`src/can_regs_defs.vh`:
```
`ifndef CAN_REGS_DEFS_VH
`define CAN_REGS_DEFS_VH
// ---------------------------------------------------------------
// register byte addresses
// ---------------------------------------------------------------
`define A_MODULE_CONTROL  12'h000
`define A_MODULE_STATE    12'h004
`define A_LINK_ERR_STATE  12'h008
`define A_TX_ERR_COUNTER  12'h00C
`define A_EVENT_IN        12'h010
`define A_RX_ERR_COUNTER  12'h014
`define A_WIN_BASE        12'h040
// window word index inside the access area
`define W_CONTROL         4'h0
`define W_SIDH            4'h1
`define W_SIDL            4'h2
`define W_EIDH            4'h3
`define W_EIDL            4'h4
`define W_DATA0           4'h5
// ---------------------------------------------------------------
// field positions and reset values
// ---------------------------------------------------------------
`define CTL_RESET         8'h80
`define CTL_WMASK         8'hFE
`define SIDL_WMASK        8'hEB
`define TXCON_WMASK       8'h0B
`define MODE_CONFIG       3'h4
`define MODE_LISTEN       3'h3
`define MODE_LOOP         3'h2
`define MODE_DISABLE      3'h1
`define MODE_NORMAL       3'h0
`define WARN_LIMIT        8'h5F
`define PASSIVE_LIMIT     8'h7F
`define RECESSIVE_RUN     4'hB
`endif

```
`src/can_ctrl_status_tx_buffers.v`:
```
`timescale 1ns/1ns
`default_nettype none
`include "can_regs_defs.vh"
module can_ctrl_status_tx_buffers (
  input  wire        I_CLK,
  input  wire        I_RESET_N,
  input  wire        PSEL,
  input  wire        PENABLE,
  input  wire        PWRITE,
  input  wire [11:0] PADDR,
  input  wire [31:0] PWDATA,
  output reg  [31:0] PRDATA,
  output reg         PREADY,
  output reg         PSLVERR,
  // protocol engine side (same clock)
  input  wire        i_mode_ack,
  input  wire        i_tx_done,
  input  wire        i_tx_lost_arb,
  input  wire        i_tx_bus_err,
  input  wire        i_tx_abort_ack,
  input  wire        i_tx_err_inc8,
  input  wire        i_tx_err_dec,
  input  wire        i_bit_tick,
  input  wire        i_rx_bit,
  input  wire        i_rx0_ovf,
  input  wire        i_rx1_ovf,
  input  wire [6:0]  i_irq_pend,
  output reg  [2:0]  o_mode_state,
  output reg  [1:0]  o_tx_sel,
  output reg         o_tx_start,
  output reg         o_tx_abort,
  output reg         o_tx_ext,
  output reg  [28:0] o_tx_id,
  output reg         o_bus_off
);
  // ---------------------------------------------------------------
  // storage
  // ---------------------------------------------------------------
  reg  [7:0]  ctl_r;
  reg  [2:0]  mode_r;
  reg  [7:0]  tec_r;
  reg  [7:0]  rec_r;
  reg         ovf0_r;
  reg         ovf1_r;
  reg         busoff_r;
  reg  [3:0]  run_r;
  reg  [7:0]  txcon_r [0:2];
  reg  [7:0]  sidh_r  [0:2];
  reg  [7:0]  sidl_r  [0:2];
  reg  [7:0]  eidh_r  [0:2];
  reg  [7:0]  eidl_r  [0:2];
  reg  [7:0]  data_r  [0:23];
  reg         busy_r;
  reg  [1:0]  cur_r;
  integer     k;

  // a write lands only at the access edge, when ready is already high
  wire        wr      = PSEL & PENABLE & PWRITE;
  wire [2:0]  win     = ctl_r[3:1];
  // the window decode follows the interrupt code so a copy lands right
  wire        win_tx  = (win == 3'h4) | (win == 3'h3) | (win == 3'h2);
  wire [1:0]  win_buf = (win == 3'h4) ? 2'd0 : ((win == 3'h3) ? 2'd1 : 2'd2);
  wire        in_win  = (PADDR[11:6] == 6'h01);
  // window area: word 0 control, words 1 to 4 identifier, 5 to 12 payload
  wire [3:0]  widx    = PADDR[5:2];
  // payload of all three buffers shares one array, eight bytes per buffer
  wire [4:0]  didx    = {win_buf, 3'b000} + {1'b0, widx[3:0]} - 5'd5;
  wire        tx_win  = in_win & win_tx;
  // a dropped request: an idle buffer is aborted at once, the buffer on the
  // wire has to wait until the engine lets go of it
  wire        ctl_wr  = wr & tx_win & (widx == `W_CONTROL);
  wire        drop_rq = ctl_wr & txcon_r[win_buf][3] & ~PWDATA[3];
  wire        on_wire = busy_r & (cur_r == win_buf);
  // limits are strict: a flag needs its count above the limit
  wire        warn_tx = tec_r > `WARN_LIMIT;
  wire        warn_rx = rec_r > `WARN_LIMIT;
  wire        pas_tx  = tec_r > `PASSIVE_LIMIT;
  wire        pas_rx  = rec_r > `PASSIVE_LIMIT;
  // link error state, msb first: rx0 overflow, rx1 overflow, bus-off,
  // tx passive, rx passive, tx warning, rx warning, any warning
  wire [7:0]  link_error_state = {ovf0_r, ovf1_r, busoff_r, pas_tx, pas_rx, warn_tx, warn_rx,
                         warn_tx | warn_rx};
  // wake-up outranks receive, receive outranks transmit, errors come last
  wire [2:0]  icode   = i_irq_pend[6] ? 3'h7 : i_irq_pend[5] ? 3'h6 :
                        i_irq_pend[4] ? 3'h5 : i_irq_pend[3] ? 3'h4 :
                        i_irq_pend[2] ? 3'h3 : i_irq_pend[1] ? 3'h2 :
                        i_irq_pend[0] ? 3'h1 : 3'h0;
  // the request bits feed both the launch pick and the abort-all drain
  wire        req0    = txcon_r[0][3];
  wire        req1    = txcon_r[1][3];
  wire        req2    = txcon_r[2][3];
  wire        any_req = req0 | req1 | req2;

  // ---------------------------------------------------------------
  // highest-priority pending buffer; lower index wins a tie
  // ---------------------------------------------------------------
  reg  [1:0] pick;
  reg  [2:0] best;
  always @* begin
    pick = 2'd0;
    best = 3'd0;
    if (req2) begin
      pick = 2'd2;
      best = {1'b1, txcon_r[2][1:0]};
    end
    if (req1 && ({1'b1, txcon_r[1][1:0]} >= best)) begin
      pick = 2'd1;
      best = {1'b1, txcon_r[1][1:0]};
    end
    if (req0 && ({1'b1, txcon_r[0][1:0]} >= best)) begin
      pick = 2'd0;
      best = {1'b1, txcon_r[0][1:0]};
    end
  end

  // ---------------------------------------------------------------
  // control, mode and error state
  // ---------------------------------------------------------------
  always @(posedge I_CLK or negedge I_RESET_N) begin
    if (!I_RESET_N) begin
      // wakes in configuration so nothing is sent before setup
      ctl_r    <= `CTL_RESET;
      mode_r   <= `MODE_CONFIG;
      tec_r    <= 8'h00;
      rec_r    <= 8'h00;
      ovf0_r   <= 1'b0;
      ovf1_r   <= 1'b0;
      busoff_r <= 1'b0;
      run_r    <= 4'h0;
    end else begin
      if (wr && PADDR == `A_MODULE_CONTROL)
        ctl_r <= PWDATA[7:0] & `CTL_WMASK;
      else if (ctl_r[4] && !any_req && !busy_r)
        ctl_r[4] <= 1'b0;
      // the engine acks a mode change at a safe point, so status lags request
      if (i_mode_ack)
        mode_r <= ctl_r[7] ? `MODE_CONFIG : ctl_r[7:5];
      // overflow flag: set beats a write-zero clear in the same cycle
      if (i_rx0_ovf)
        ovf0_r <= 1'b1;
      else if (wr && PADDR == `A_LINK_ERR_STATE && !PWDATA[7])
        ovf0_r <= 1'b0;
      if (i_rx1_ovf)
        ovf1_r <= 1'b1;
      else if (wr && PADDR == `A_LINK_ERR_STATE && !PWDATA[6])
        ovf1_r <= 1'b0;
      // recessive run length; it saturates so a long idle bus clears only once
      if (i_bit_tick)
        run_r <= i_rx_bit ? ((run_r == `RECESSIVE_RUN) ? run_r : run_r + 4'h1) : 4'h0;
      // the idle run wins over a software write and an error count in one bit
      if (i_bit_tick && i_rx_bit && run_r == `RECESSIVE_RUN - 4'h1) begin
        tec_r    <= 8'h00;
        busoff_r <= 1'b0;
      end else if (wr && PADDR == `A_TX_ERR_COUNTER) begin
        tec_r <= PWDATA[7:0];
      end else if (i_tx_err_inc8) begin
        // saturate rather than wrap: a wrap would hide the bus-off condition
        if (tec_r > 8'hF7) begin
          tec_r    <= 8'hFF;
          busoff_r <= 1'b1;
        end else begin
          tec_r <= tec_r + 8'h08;
        end
      end else if (i_tx_err_dec && tec_r != 8'h00) begin
        // a decrement at zero stays at zero
        tec_r <= tec_r - 8'h01;
      end
      if (wr && PADDR == `A_RX_ERR_COUNTER)
        rec_r <= PWDATA[7:0];
    end
  end

  // ---------------------------------------------------------------
  // transmit buffers and launch sequencing
  // ---------------------------------------------------------------
  always @(posedge I_CLK or negedge I_RESET_N) begin
    if (!I_RESET_N) begin
      for (k = 0; k < 3; k = k + 1) begin
        txcon_r[k] <= 8'h00;
        sidh_r[k]  <= 8'h00;
        sidl_r[k]  <= 8'h00;
        eidh_r[k]  <= 8'h00;
        eidl_r[k]  <= 8'h00;
      end
      for (k = 0; k < 24; k = k + 1)
        data_r[k] <= 8'h00;
      busy_r     <= 1'b0;
      cur_r      <= 2'd0;
      o_tx_start <= 1'b0;
      o_tx_abort <= 1'b0;
      o_tx_sel   <= 2'd0;
      o_tx_ext   <= 1'b0;
      o_tx_id    <= 29'h0;
    end else begin
      o_tx_start <= 1'b0;
      o_tx_abort <= 1'b0;
      if (wr && tx_win) begin
        case (widx)
          `W_CONTROL: begin
            // clearing a live request turns into an abort
            if (drop_rq && on_wire)
              o_tx_abort <= 1'b1;
            // setting the request starts a fresh attempt, so old outcome flags go
            if (PWDATA[3])
              txcon_r[win_buf] <= PWDATA[7:0] & `TXCON_WMASK;
            else
              txcon_r[win_buf] <= {1'b0, txcon_r[win_buf][6] | (drop_rq & ~on_wire),
                                   txcon_r[win_buf][5:4], 4'h0} |
                                  (PWDATA[7:0] & `TXCON_WMASK);
          end
          `W_SIDH: sidh_r[win_buf] <= PWDATA[7:0];
          `W_SIDL: sidl_r[win_buf] <= PWDATA[7:0] & `SIDL_WMASK;
          `W_EIDH: eidh_r[win_buf] <= PWDATA[7:0];
          `W_EIDL: eidl_r[win_buf] <= PWDATA[7:0];
          default: begin
            if (widx >= `W_DATA0 && widx < `W_DATA0 + 4'h8)
              data_r[didx] <= PWDATA[7:0];
          end
        endcase
      end
      // abort-all: idle requests drop at once, the active one waits for the engine
      if (ctl_r[4]) begin
        for (k = 0; k < 3; k = k + 1)
          if (txcon_r[k][3] && !(busy_r && cur_r == k[1:0])) begin
            txcon_r[k][3] <= 1'b0;
            txcon_r[k][6] <= 1'b1;
          end
        if (busy_r)
          o_tx_abort <= 1'b1;
      end
      // listen-only and disable keep off the bus; bus-off waits for the idle run
      if (!busy_r && any_req && !ctl_r[4] && mode_r != `MODE_CONFIG &&
          mode_r != `MODE_DISABLE && mode_r != `MODE_LISTEN && !busoff_r) begin
        busy_r     <= 1'b1;
        cur_r      <= pick;
        o_tx_sel   <= pick;
        o_tx_start <= 1'b1;
        o_tx_ext   <= sidl_r[pick][3];
        // identifier and format freeze at launch, so later writes cannot tear a frame
        o_tx_id    <= {sidh_r[pick], sidl_r[pick][7:5], sidl_r[pick][1:0],
                       eidh_r[pick], eidl_r[pick]};
        // outcome flags survive retries; only software setting the request clears them
      end else if (busy_r) begin
        // lost arbitration and bus errors keep the request, so the buffer retries
        if (i_tx_done) begin
          busy_r <= 1'b0;
          txcon_r[cur_r][3] <= 1'b0;
        end else if (i_tx_abort_ack) begin
          busy_r <= 1'b0;
          txcon_r[cur_r][3] <= 1'b0;
          txcon_r[cur_r][6] <= 1'b1;
        end else if (i_tx_lost_arb) begin
          busy_r <= 1'b0;
          txcon_r[cur_r][5] <= 1'b1;
        end else if (i_tx_bus_err) begin
          busy_r <= 1'b0;
          txcon_r[cur_r][4] <= 1'b1;
        end
      end
    end
  end

  // ---------------------------------------------------------------
  // APB read side; zero wait states, unmapped reads zero with error
  // ---------------------------------------------------------------
  reg [7:0] rd_v;
  reg       hit;
  always @* begin
    rd_v = 8'h00;
    hit  = 1'b1;
    // window reads of a receive buffer give zero; that storage lives elsewhere
    if (in_win) begin
      if (win_tx) begin
        case (widx)
          `W_CONTROL: rd_v = txcon_r[win_buf] & 8'h7B;
          `W_SIDH:    rd_v = sidh_r[win_buf];
          `W_SIDL:    rd_v = sidl_r[win_buf];
          `W_EIDH:    rd_v = eidh_r[win_buf];
          `W_EIDL:    rd_v = eidl_r[win_buf];
          default: begin
            if (widx >= `W_DATA0 && widx < `W_DATA0 + 4'h8)
              rd_v = data_r[didx];
            else
              hit = 1'b0;
          end
        endcase
      end
    end else begin
      // unmapped words answer with an error and read zero
      case (PADDR)
        `A_MODULE_CONTROL: rd_v = ctl_r;
        `A_MODULE_STATE:   rd_v = {mode_r, 1'b0, icode, 1'b0};
        `A_LINK_ERR_STATE: rd_v = link_error_state;
        `A_TX_ERR_COUNTER: rd_v = tec_r;
        `A_RX_ERR_COUNTER: rd_v = rec_r;
        default:           hit  = 1'b0;
      endcase
    end
  end

  always @(posedge I_CLK or negedge I_RESET_N) begin
    if (!I_RESET_N) begin
      PRDATA       <= 32'h0;
      PREADY       <= 1'b0;
      PSLVERR      <= 1'b0;
      o_mode_state <= `MODE_CONFIG;
      o_bus_off    <= 1'b0;
    end else begin
      // ready pulses for the access cycle, registered from the setup cycle one clock earlier
      PREADY       <= PSEL & ~PENABLE;
      PSLVERR      <= PSEL & ~PENABLE & ~hit;
      // read data is caught at setup so it stands through the access cycle
      PRDATA       <= (PSEL & ~PENABLE & ~PWRITE) ? {24'h0, rd_v} : 32'h0;
      // mode and bus-off mirrors run one clock behind their registers
      o_mode_state <= mode_r;
      o_bus_off    <= busoff_r;
    end
  end
endmodule // can_ctrl_status_tx_buffers
`default_nettype wire

```
`config.mk`:
```
export PLATFORM = sky130hd
export DESIGN_NAME = can_ctrl_status_tx_buffers
export DESIGN_NICKNAME = d
export VERILOG_FILES = /design/src/can_ctrl_status_tx_buffers.v
export VERILOG_INCLUDE_DIRS = /design/src
export SDC_FILE = /design/constraint.sdc
export NUM_CORES = 1
export LEC_CHECK = 0
export ABC_AREA = 1
export ABC_CLOCK_PERIOD_IN_PS = 2550
export BUFFER_PORTS_ARGS = -buffer_cell sky130_fd_sc_hd__buf_2
export CAP_MARGIN = 0
export CORE_ASPECT_RATIO = 0.75
export CORE_MARGIN = 4
export CORE_UTILIZATION = 33
export DETAILED_ROUTE_END_ITERATION = 7
export GPL_TIMING_DRIVEN = 1
export PLACE_DENSITY = 0.49
export SYNTH_ARGS = -nofsm -noshare
export SYNTH_HDL_FRONTEND = slang
export SYNTH_SLANG_ARGS = --single-unit
```
`constraint.sdc`:
```
create_clock -name I_CLK -period 2.55 [get_ports I_CLK]
set_input_delay 0.51 -clock I_CLK [delete_from_list [all_inputs] [get_ports I_CLK]]
set_output_delay 0.51 -clock I_CLK [all_outputs]
set_load 0.01 [all_outputs]
```
# Word-level counts from Yosys, hierarchy flattened
# Index checks and enable logic that the tools add are counted.
totals:
  regBits: 394
  latchBits: 0
  mem_bits_rw: 0
  romBits: 0
  inputBits: 67
  out_inout_bits: 72
  wordCells: 320
  n_memories: 0
op_classes:
  n_addsub: 5
  multipliers: 0
  div: 0
  magnitude_cmp: 16
  eq_ne: 22
  shift: 0
  mux: 125
  bitwise_logic: 34
  n_reduce_logical: 59
op_table:
  columns: ["operator", "n"]
  rows:
  - ["two-way mux 8 bit", 29]
  - ["two-way mux 24 bit", 9]
  - ["bitwise mux 192 bit", 1]
  - ["binary-select mux 8 bit (select 2 bit)", 9]
  - ["bitwise mux 24 bit", 6]
  - ["demux 8 bit (select 2 bit)", 5]
  - ["one-hot mux 8 bit (5 select lines)", 2]
  - ["OR 24 bit", 3]
  - ["binary-select mux 8 bit (select 5 bit)", 1]
  - ["demux 8 bit (select 5 bit)", 1]
  - ["two-way mux 1 bit", 40]
  - ["> comparator 8 x 7 -> 1 bit (second input constant)", 4]
  - ["logical AND 1 bit", 31]
  - ["bitwise AND 24 bit", 1]
  - ["== test 12 x 4 -> 1 bit (second input constant)", 2]
  - ["NOT 24 bit", 1]
  - ["two-way mux 3 bit", 7]
  - ["two-way mux 7 bit", 3]
  - ["two-way mux 2 bit", 7]
  - ["bitwise AND 1 bit", 12]
  - ["== test 12 x 3 -> 1 bit (second input constant)", 1]
  - ["== test 12 x 5 -> 1 bit (second input constant)", 1]
  - ["logical NOT 12 bit", 1]
  - ["two-way mux 4 bit", 3]
  - ["43 further kinds", 81]

# Logic depth before layout (Yosys ltp)
depth:
  ltp_word: 25
  mapped_depth: 20
  ltp_nobuf: 19

# Least setup slack after synthesis
# Ideal clock, no wire load.
synth_timing:
  path_type: "in2reg"
  start: "input PADDR[2]"
  end: "register data_r[7] in the netlist's numbering"
  setup_time_ns: 0.135
  t_arrival_ns: 2.758
  t_required_ns: 2.415
  setup_slack_ns: -0.343
  cell_stages: 14
  path_buffers: 4
  path_cell_list: "clkbuf_1 -> inv_2 -> buf_2 -> buf_1 -> ha_1 -> nand2_1 -> nand4_1 -> a21oi_2 -> nand2_4 -> nor2_8 -> nand2_2 -> buf_6 -> nand2_1 -> o21ai_2"
synth_via:
  elab_chain_cells: 8
  elab_cells_between_ends: 20
  classes_between: "2 x add/sub; 4 x order compare; 4 x eq/ne; 3 x mux; 2 x bitwise; 5 x reduce/logical"
synth_rtl:
  columns: ["element", "line", "source"]
  rows:
  - ["start: declaration", "can_ctrl_status_tx_buffers.v:10", "input wire [11:0] PADDR,"]
  - ["adder 5 x 4 -> 5 bit", "can_ctrl_status_tx_buffers.v:67", "wire [4:0] didx = {win_buf, 3'b000} + {1'b0, widx[3:0]} - 5'd5;"]
  - ["subtractor 5 x 3 -> 5 bit", "can_ctrl_status_tx_buffers.v:67", null]
  - ["NOT 5 -> 6 bit (implied by the code)", "can_ctrl_status_tx_buffers.v:217", "data_r[didx] <= PWDATA[7:0];"]
  - ["greater-or-equal comparator 6 bit (implied by the code) / less-than comparator 6 x 1 -> 1 bit (equally long branches)", "can_ctrl_status_tx_buffers.v:217", null]
  - ["logical AND 1 bit (implied by the code)", "can_ctrl_status_tx_buffers.v:217", null]
  - ["two-way mux 8 bit (implied by the code)", "can_ctrl_status_tx_buffers.v:217", null]
  - ["demux 8 bit (select 5 bit)", "can_ctrl_status_tx_buffers.v:217", null]
  - ["bitwise mux 192 bit", "can_ctrl_status_tx_buffers.v:217", null]
  - ["end signal: indexed assignment", "can_ctrl_status_tx_buffers.v:217", null]
  - ["end: declaration", "can_ctrl_status_tx_buffers.v:52", "reg [7:0] data_r [0:23];"]
# Parallel ways exist; a longest one is shown, timed or not.
# A chain may end at the register's enable or synchronous reset.

# Final worst setup path
layout_timing:
  start: "register txcon_r (netlist bit req2)"
  end: "register o_tx_id[18]"
layout_via:
  elab_chain_cells: 11
  elab_cells_between_ends: 20
  classes_between: "2 x order compare; 8 x mux; 2 x bitwise; 8 x reduce/logical"
layout_rtl:
  columns: ["element", "line", "source"]
  rows:
  - ["start: declaration", "can_ctrl_status_tx_buffers.v:47", "reg [7:0] txcon_r [0:2];"]
  - ["start signal: indexed assignment", "can_ctrl_status_tx_buffers.v:205", "txcon_r[win_buf] <= PWDATA[7:0] & `TXCON_WMASK;"]
  - ["start signal: indexed assignment", "can_ctrl_status_tx_buffers.v:207", "txcon_r[win_buf] <= {1'b0, txcon_r[win_buf][6] | (drop_rq & ~on_wire),"]
  - ["two-way mux 3 bit", "can_ctrl_status_tx_buffers.v:102", "if (req2) begin"]
  - ["greater-or-equal comparator 3 bit", "can_ctrl_status_tx_buffers.v:106", "if (req1 && ({1'b1, txcon_r[1][1:0]} >= best)) begin"]
  - ["logical AND 1 bit", "can_ctrl_status_tx_buffers.v:106", null]
  - ["two-way mux 3 bit", "can_ctrl_status_tx_buffers.v:106", null]
  - ["greater-or-equal comparator 3 bit", "can_ctrl_status_tx_buffers.v:110", "if (req0 && ({1'b1, txcon_r[0][1:0]} >= best)) begin"]
  - ["logical AND 1 bit", "can_ctrl_status_tx_buffers.v:110", null]
  - ["two-way mux 2 bit", "can_ctrl_status_tx_buffers.v:110", null]
  - ["NOT 2 -> 3 bit (implied by the code)", "can_ctrl_status_tx_buffers.v:240", "o_tx_id <= {sidh_r[pick], sidl_r[pick][7:5], sidl_r[pick][1:0],"]
  - ["binary-select mux 8 bit (select 2 bit)", "can_ctrl_status_tx_buffers.v:240", null]
  - ["two-way mux 8 bit (2 in series)", null, null]
  - ["end signal: assignment", "can_ctrl_status_tx_buffers.v:240", null]
  - ["end: declaration", "can_ctrl_status_tx_buffers.v:33", "output reg [28:0] o_tx_id,"]
# Parallel ways exist; a longest one is shown, timed or not. The select of a mux whose other input is x is not followed.

==> results.md <==
- Outcome: finished, violations left
- Failing checks: negative setup slack
- Pre-CTS setup slack: -0.302 ns
- Final setup TNS: -0.756 ns
- Startpoint types: flop
- Clock latency at the later pin of the worst-skew pair: 0.58 ns
- Initial Utilization: between 30% and 40%
- WL final: 66200 um
- H-tree level count: 2
- TritonCTS clock tree: yes
- Worst R2R End: o_tx_id[18]
- Buffers plus inverters on the worst setup path: 5
- Setup CP Type: flop to flop
- Yosys top cell by area: dfrtp_1
- Slowest CP cell: dfrtp_1
- Min-delay src: i_rx0_ovf
- Clock-pin slew on the worst setup and hold paths: about 0.060 ns
- Gr ovfl total: 0
- Finished Core Util: between 40% and 50%
- Hold_ws: 0.143 ns
- Slew Viols, Final: 0
- Critical path required time: approximately 3.1 ns
- Share of cells above drive strength 1: about a fifth
- Total chip power: 14.4 mW
- #FFs+latches synth: about 380
- EDFF count, synth: 0
- Worst ir drop on vdd: between 0.4 and 0.5 mV
- Critical path cell sequence: buf_6, nand2_4, ha_4, o21ai_1, nand3_1, nand2_2, nand2_1, o21ai_1, ha_1, o21ai_2, nand2_1, nand2_2, nand3_4, buf_6, clkinvlp_4, buf_6, buf_16, nand3_2, o211ai_1
- Total die area: around 63000 um^2
- Yosys warnings: 0
- Worst-Margin Slew: ~0.67 ns
- Drt pass-1 iters: 7
- Crit. End Element: flop
- Diode count: 0
- Post-synth ARST share: between 90% and 100%
- TritonCTS Buffers: 42
- Post-synthesis cell type count: 47
- Placer congestion estimate: ~0.89
- Final Setup Violations: 24
- Most used cell along the critical path: buf_6
- Hold Crit Class: primary input to flop
- Worst Clk Skew: around 0.024 ns
- ANT nets after route: 0
- Post-DR wirelength/cell: 19.2 um
- FF-to-FF Start: req2
- Hold Crit Depth: 3
- Die height: between 200 and 250 um
- Post-synthesis sequential area ratio: about half
- Fmax: ~380 MHz
- Largest stage delay, worst path: roughly 0.4 ns
- Core area: around 58000 um^2
- Pwr Density: slightly above 600 nW/um^2
- Area growth syn-to-layout: 22.6%
- DIE WIDTH: ~290 um
- Row count: 76
- Initial detailed-routing violation count: 1514
- CP arrival: just over 3 ns
- Crit path max fanout: 5
- Slew HR: between 50% and 60%
- First-pass GRT wire length: around 100000 um
- Initial antenna violation count: 4
- Min cycle time layout: roughly 2.6 ns
- Main synth FF type: dfrtp_1
- Crit-path leading delay family: simple AND/OR/NAND/NOR gates
- Post-synth top cells: 848 x nand2_1, 379 x dfrtp_1, 205 x o21ai_0, 193 x nand3_1, 139 x o21ai_1
- Synth top area share: 48.6%
- Critical path launch point: req2
- Syn avg cell area: a little under 8 um^2
- Final Hold Violating Endpoints: 0
- Setup WS post-layout: -0.0544 ns
- Register-to-register setup slack: -0.05 ns
- Lkg Pwr: 11.4 nW
- RSZ-0062 raised after global routing: true
- Via count: 17500
- Top post-synthesis cells by area: dfrtp_1 49%, nand2_1 16%, o21ai_0 5.3%
- Final Cycle Share: 102%
- Vias in the first global route: about 17000
- Hpwl dp: 44600 um
- Vias per inst: approximately 5.1
- CTS sink count: 382
- Gr usage total: a little over a fifth
- DRC Markers: 0
- Clk buf depth: 3
- Largest net degree at the start of global routing: between 60 and 70
- Post-Syn Instances: ~2500
- Number of nets in the layout: about 2700
- PortBufs: 90
- # Max-Cap Violations: 0
- Fill cells: roughly 6000
- R2R cell count: 19
- Root Driver: clkbuf_16
- Netlist Area Pre-Place: about 20000 um^2
- Hold Path Sink: ovf0_r
- Cell with the most instances after synthesis: nand2_1
- Ports: between 100 and 150
[per-layer routing]
layer	vias up	wire length (um)	global-route usage (%)
met5	-	9	0
met4	2	830	3.59
met3	68	4850	4.14
met2	529	27100	29.4
met1	8439	33500	33.4
li1	8419	-	-
[sequential cells by signal, summed over array words and instances (netlist names), 3 cells and up, named ones only]
name          cells
o_tx_id          29
run_r             4
eidh_r           24
txcon_r           9
sidh_r           24
ctl_r             7
eidl_r           24
mode_r            3
o_mode_state      3
PRDATA            8
tec_r             8
data_r          192
rec_r             8
sidl_r           18
[placed cells by master (no fill, tap or decap), types with 15 or more instances in the layout]
master / count
nand2_1: 832
dfrtp_1: 378
o21ai_0: 183
nand3_1: 182
o21ai_1: 157
inv_1: 129
buf_4: 123
nor2_1: 93
buf_2: 88
o21ai_2: 58
a21oi_1: 50
clkbuf_16: 44
buf_12: 35
o211ai_1: 34
conb_1: 24
nand2_2: 22
nand2_4: 19
ha_1: 15
[power breakdown]
| part | total (mW) | switching [mW] | internal (mW) |
|---|---|---|---|
| clock | 6.47 | 2.71 | 3.77 |
| combinational | 1.71 | 1.17 | 0.546 |
| sequential | 6.24 | 0.0943 | 6.14 |
[worst max-delay path by stage]
| stage | end | depth (start not counted) | slack [ns] |
|---|---|---|---|
| 2_1_floorplan | data_r[7] | 14 | -0.009 |
| 3_3_place_gp | PRDATA[2] | 13 | -0.29 |
| 3_5_place_dp | PRDATA[2] | 13 | -0.30 |
| 4_1_cts | o_tx_id[2] | 19 | -0.03 |
| 5_1_grt | o_tx_id[17] | 19 | -0.22 |
| 6_report | o_tx_id[18] | 19 | -0.05 |
[layout make-up]
| cell class | count | area [um^2] | share of cell area [%] |
|---|---|---|---|
| sequential | 382 | 9560 | 40.0 |
| inverter | 147 | 558 | 2.33 |
| multi-input combinational | 1800 | 8970 | 37.5 |
| clock buffer | 60 | 1260 | 5.27 |
| clock inverter | 18 | 199 | 0.832 |
| timing repair buffer | 265 | 2400 | 10.0 |
| tap | 780 | 976 | 4.08 |
[tightest hold or removal path: cells and delay by family]
family / cells / cell delay [ns]
buffers and inverters: 2 / 0.12
and+or+nand+nor: 1 / 0.05
[logic make-up (layout without fill, tap and decap cells)]
kind of cell	Yosys count	count (layout)	share of synthesized area, %
AO/OA/AOI/OAI	522	522	15.3
adder cells (fa/ha/maj)	21	21	1.38
flip-flops	382	382	49.0
other	1	24	0.0192
buffers and inverters	313	490	7.40
XOR/XNOR	6	6	0.269
multiplexers	8	8	0.410
AND/OR/NAND/NOR	1219	1219	26.2
[through the flow]
step / area [um^2] / std cells
floorplan: 19800 / 2495
global placement: 21900 / 3355
detailed placement: 21900 / 3355
CTS: 23800 / 3449
global route: 23900 / 3452
finish: 23900 / 3452
[timing repair]
action / 4_1_cts / 5_1_grt
endpoints found under the hold margin: 44 / 0
hold buffers: 1 / 0
resized for setup: 62 / 35
setup buffers: 9 / 2
cloned: 6 / 1
pin swaps: 9 / 9
setup endpoints to repair: 32 / 115
No activity file was read; power rests on OpenSTA's default activity.
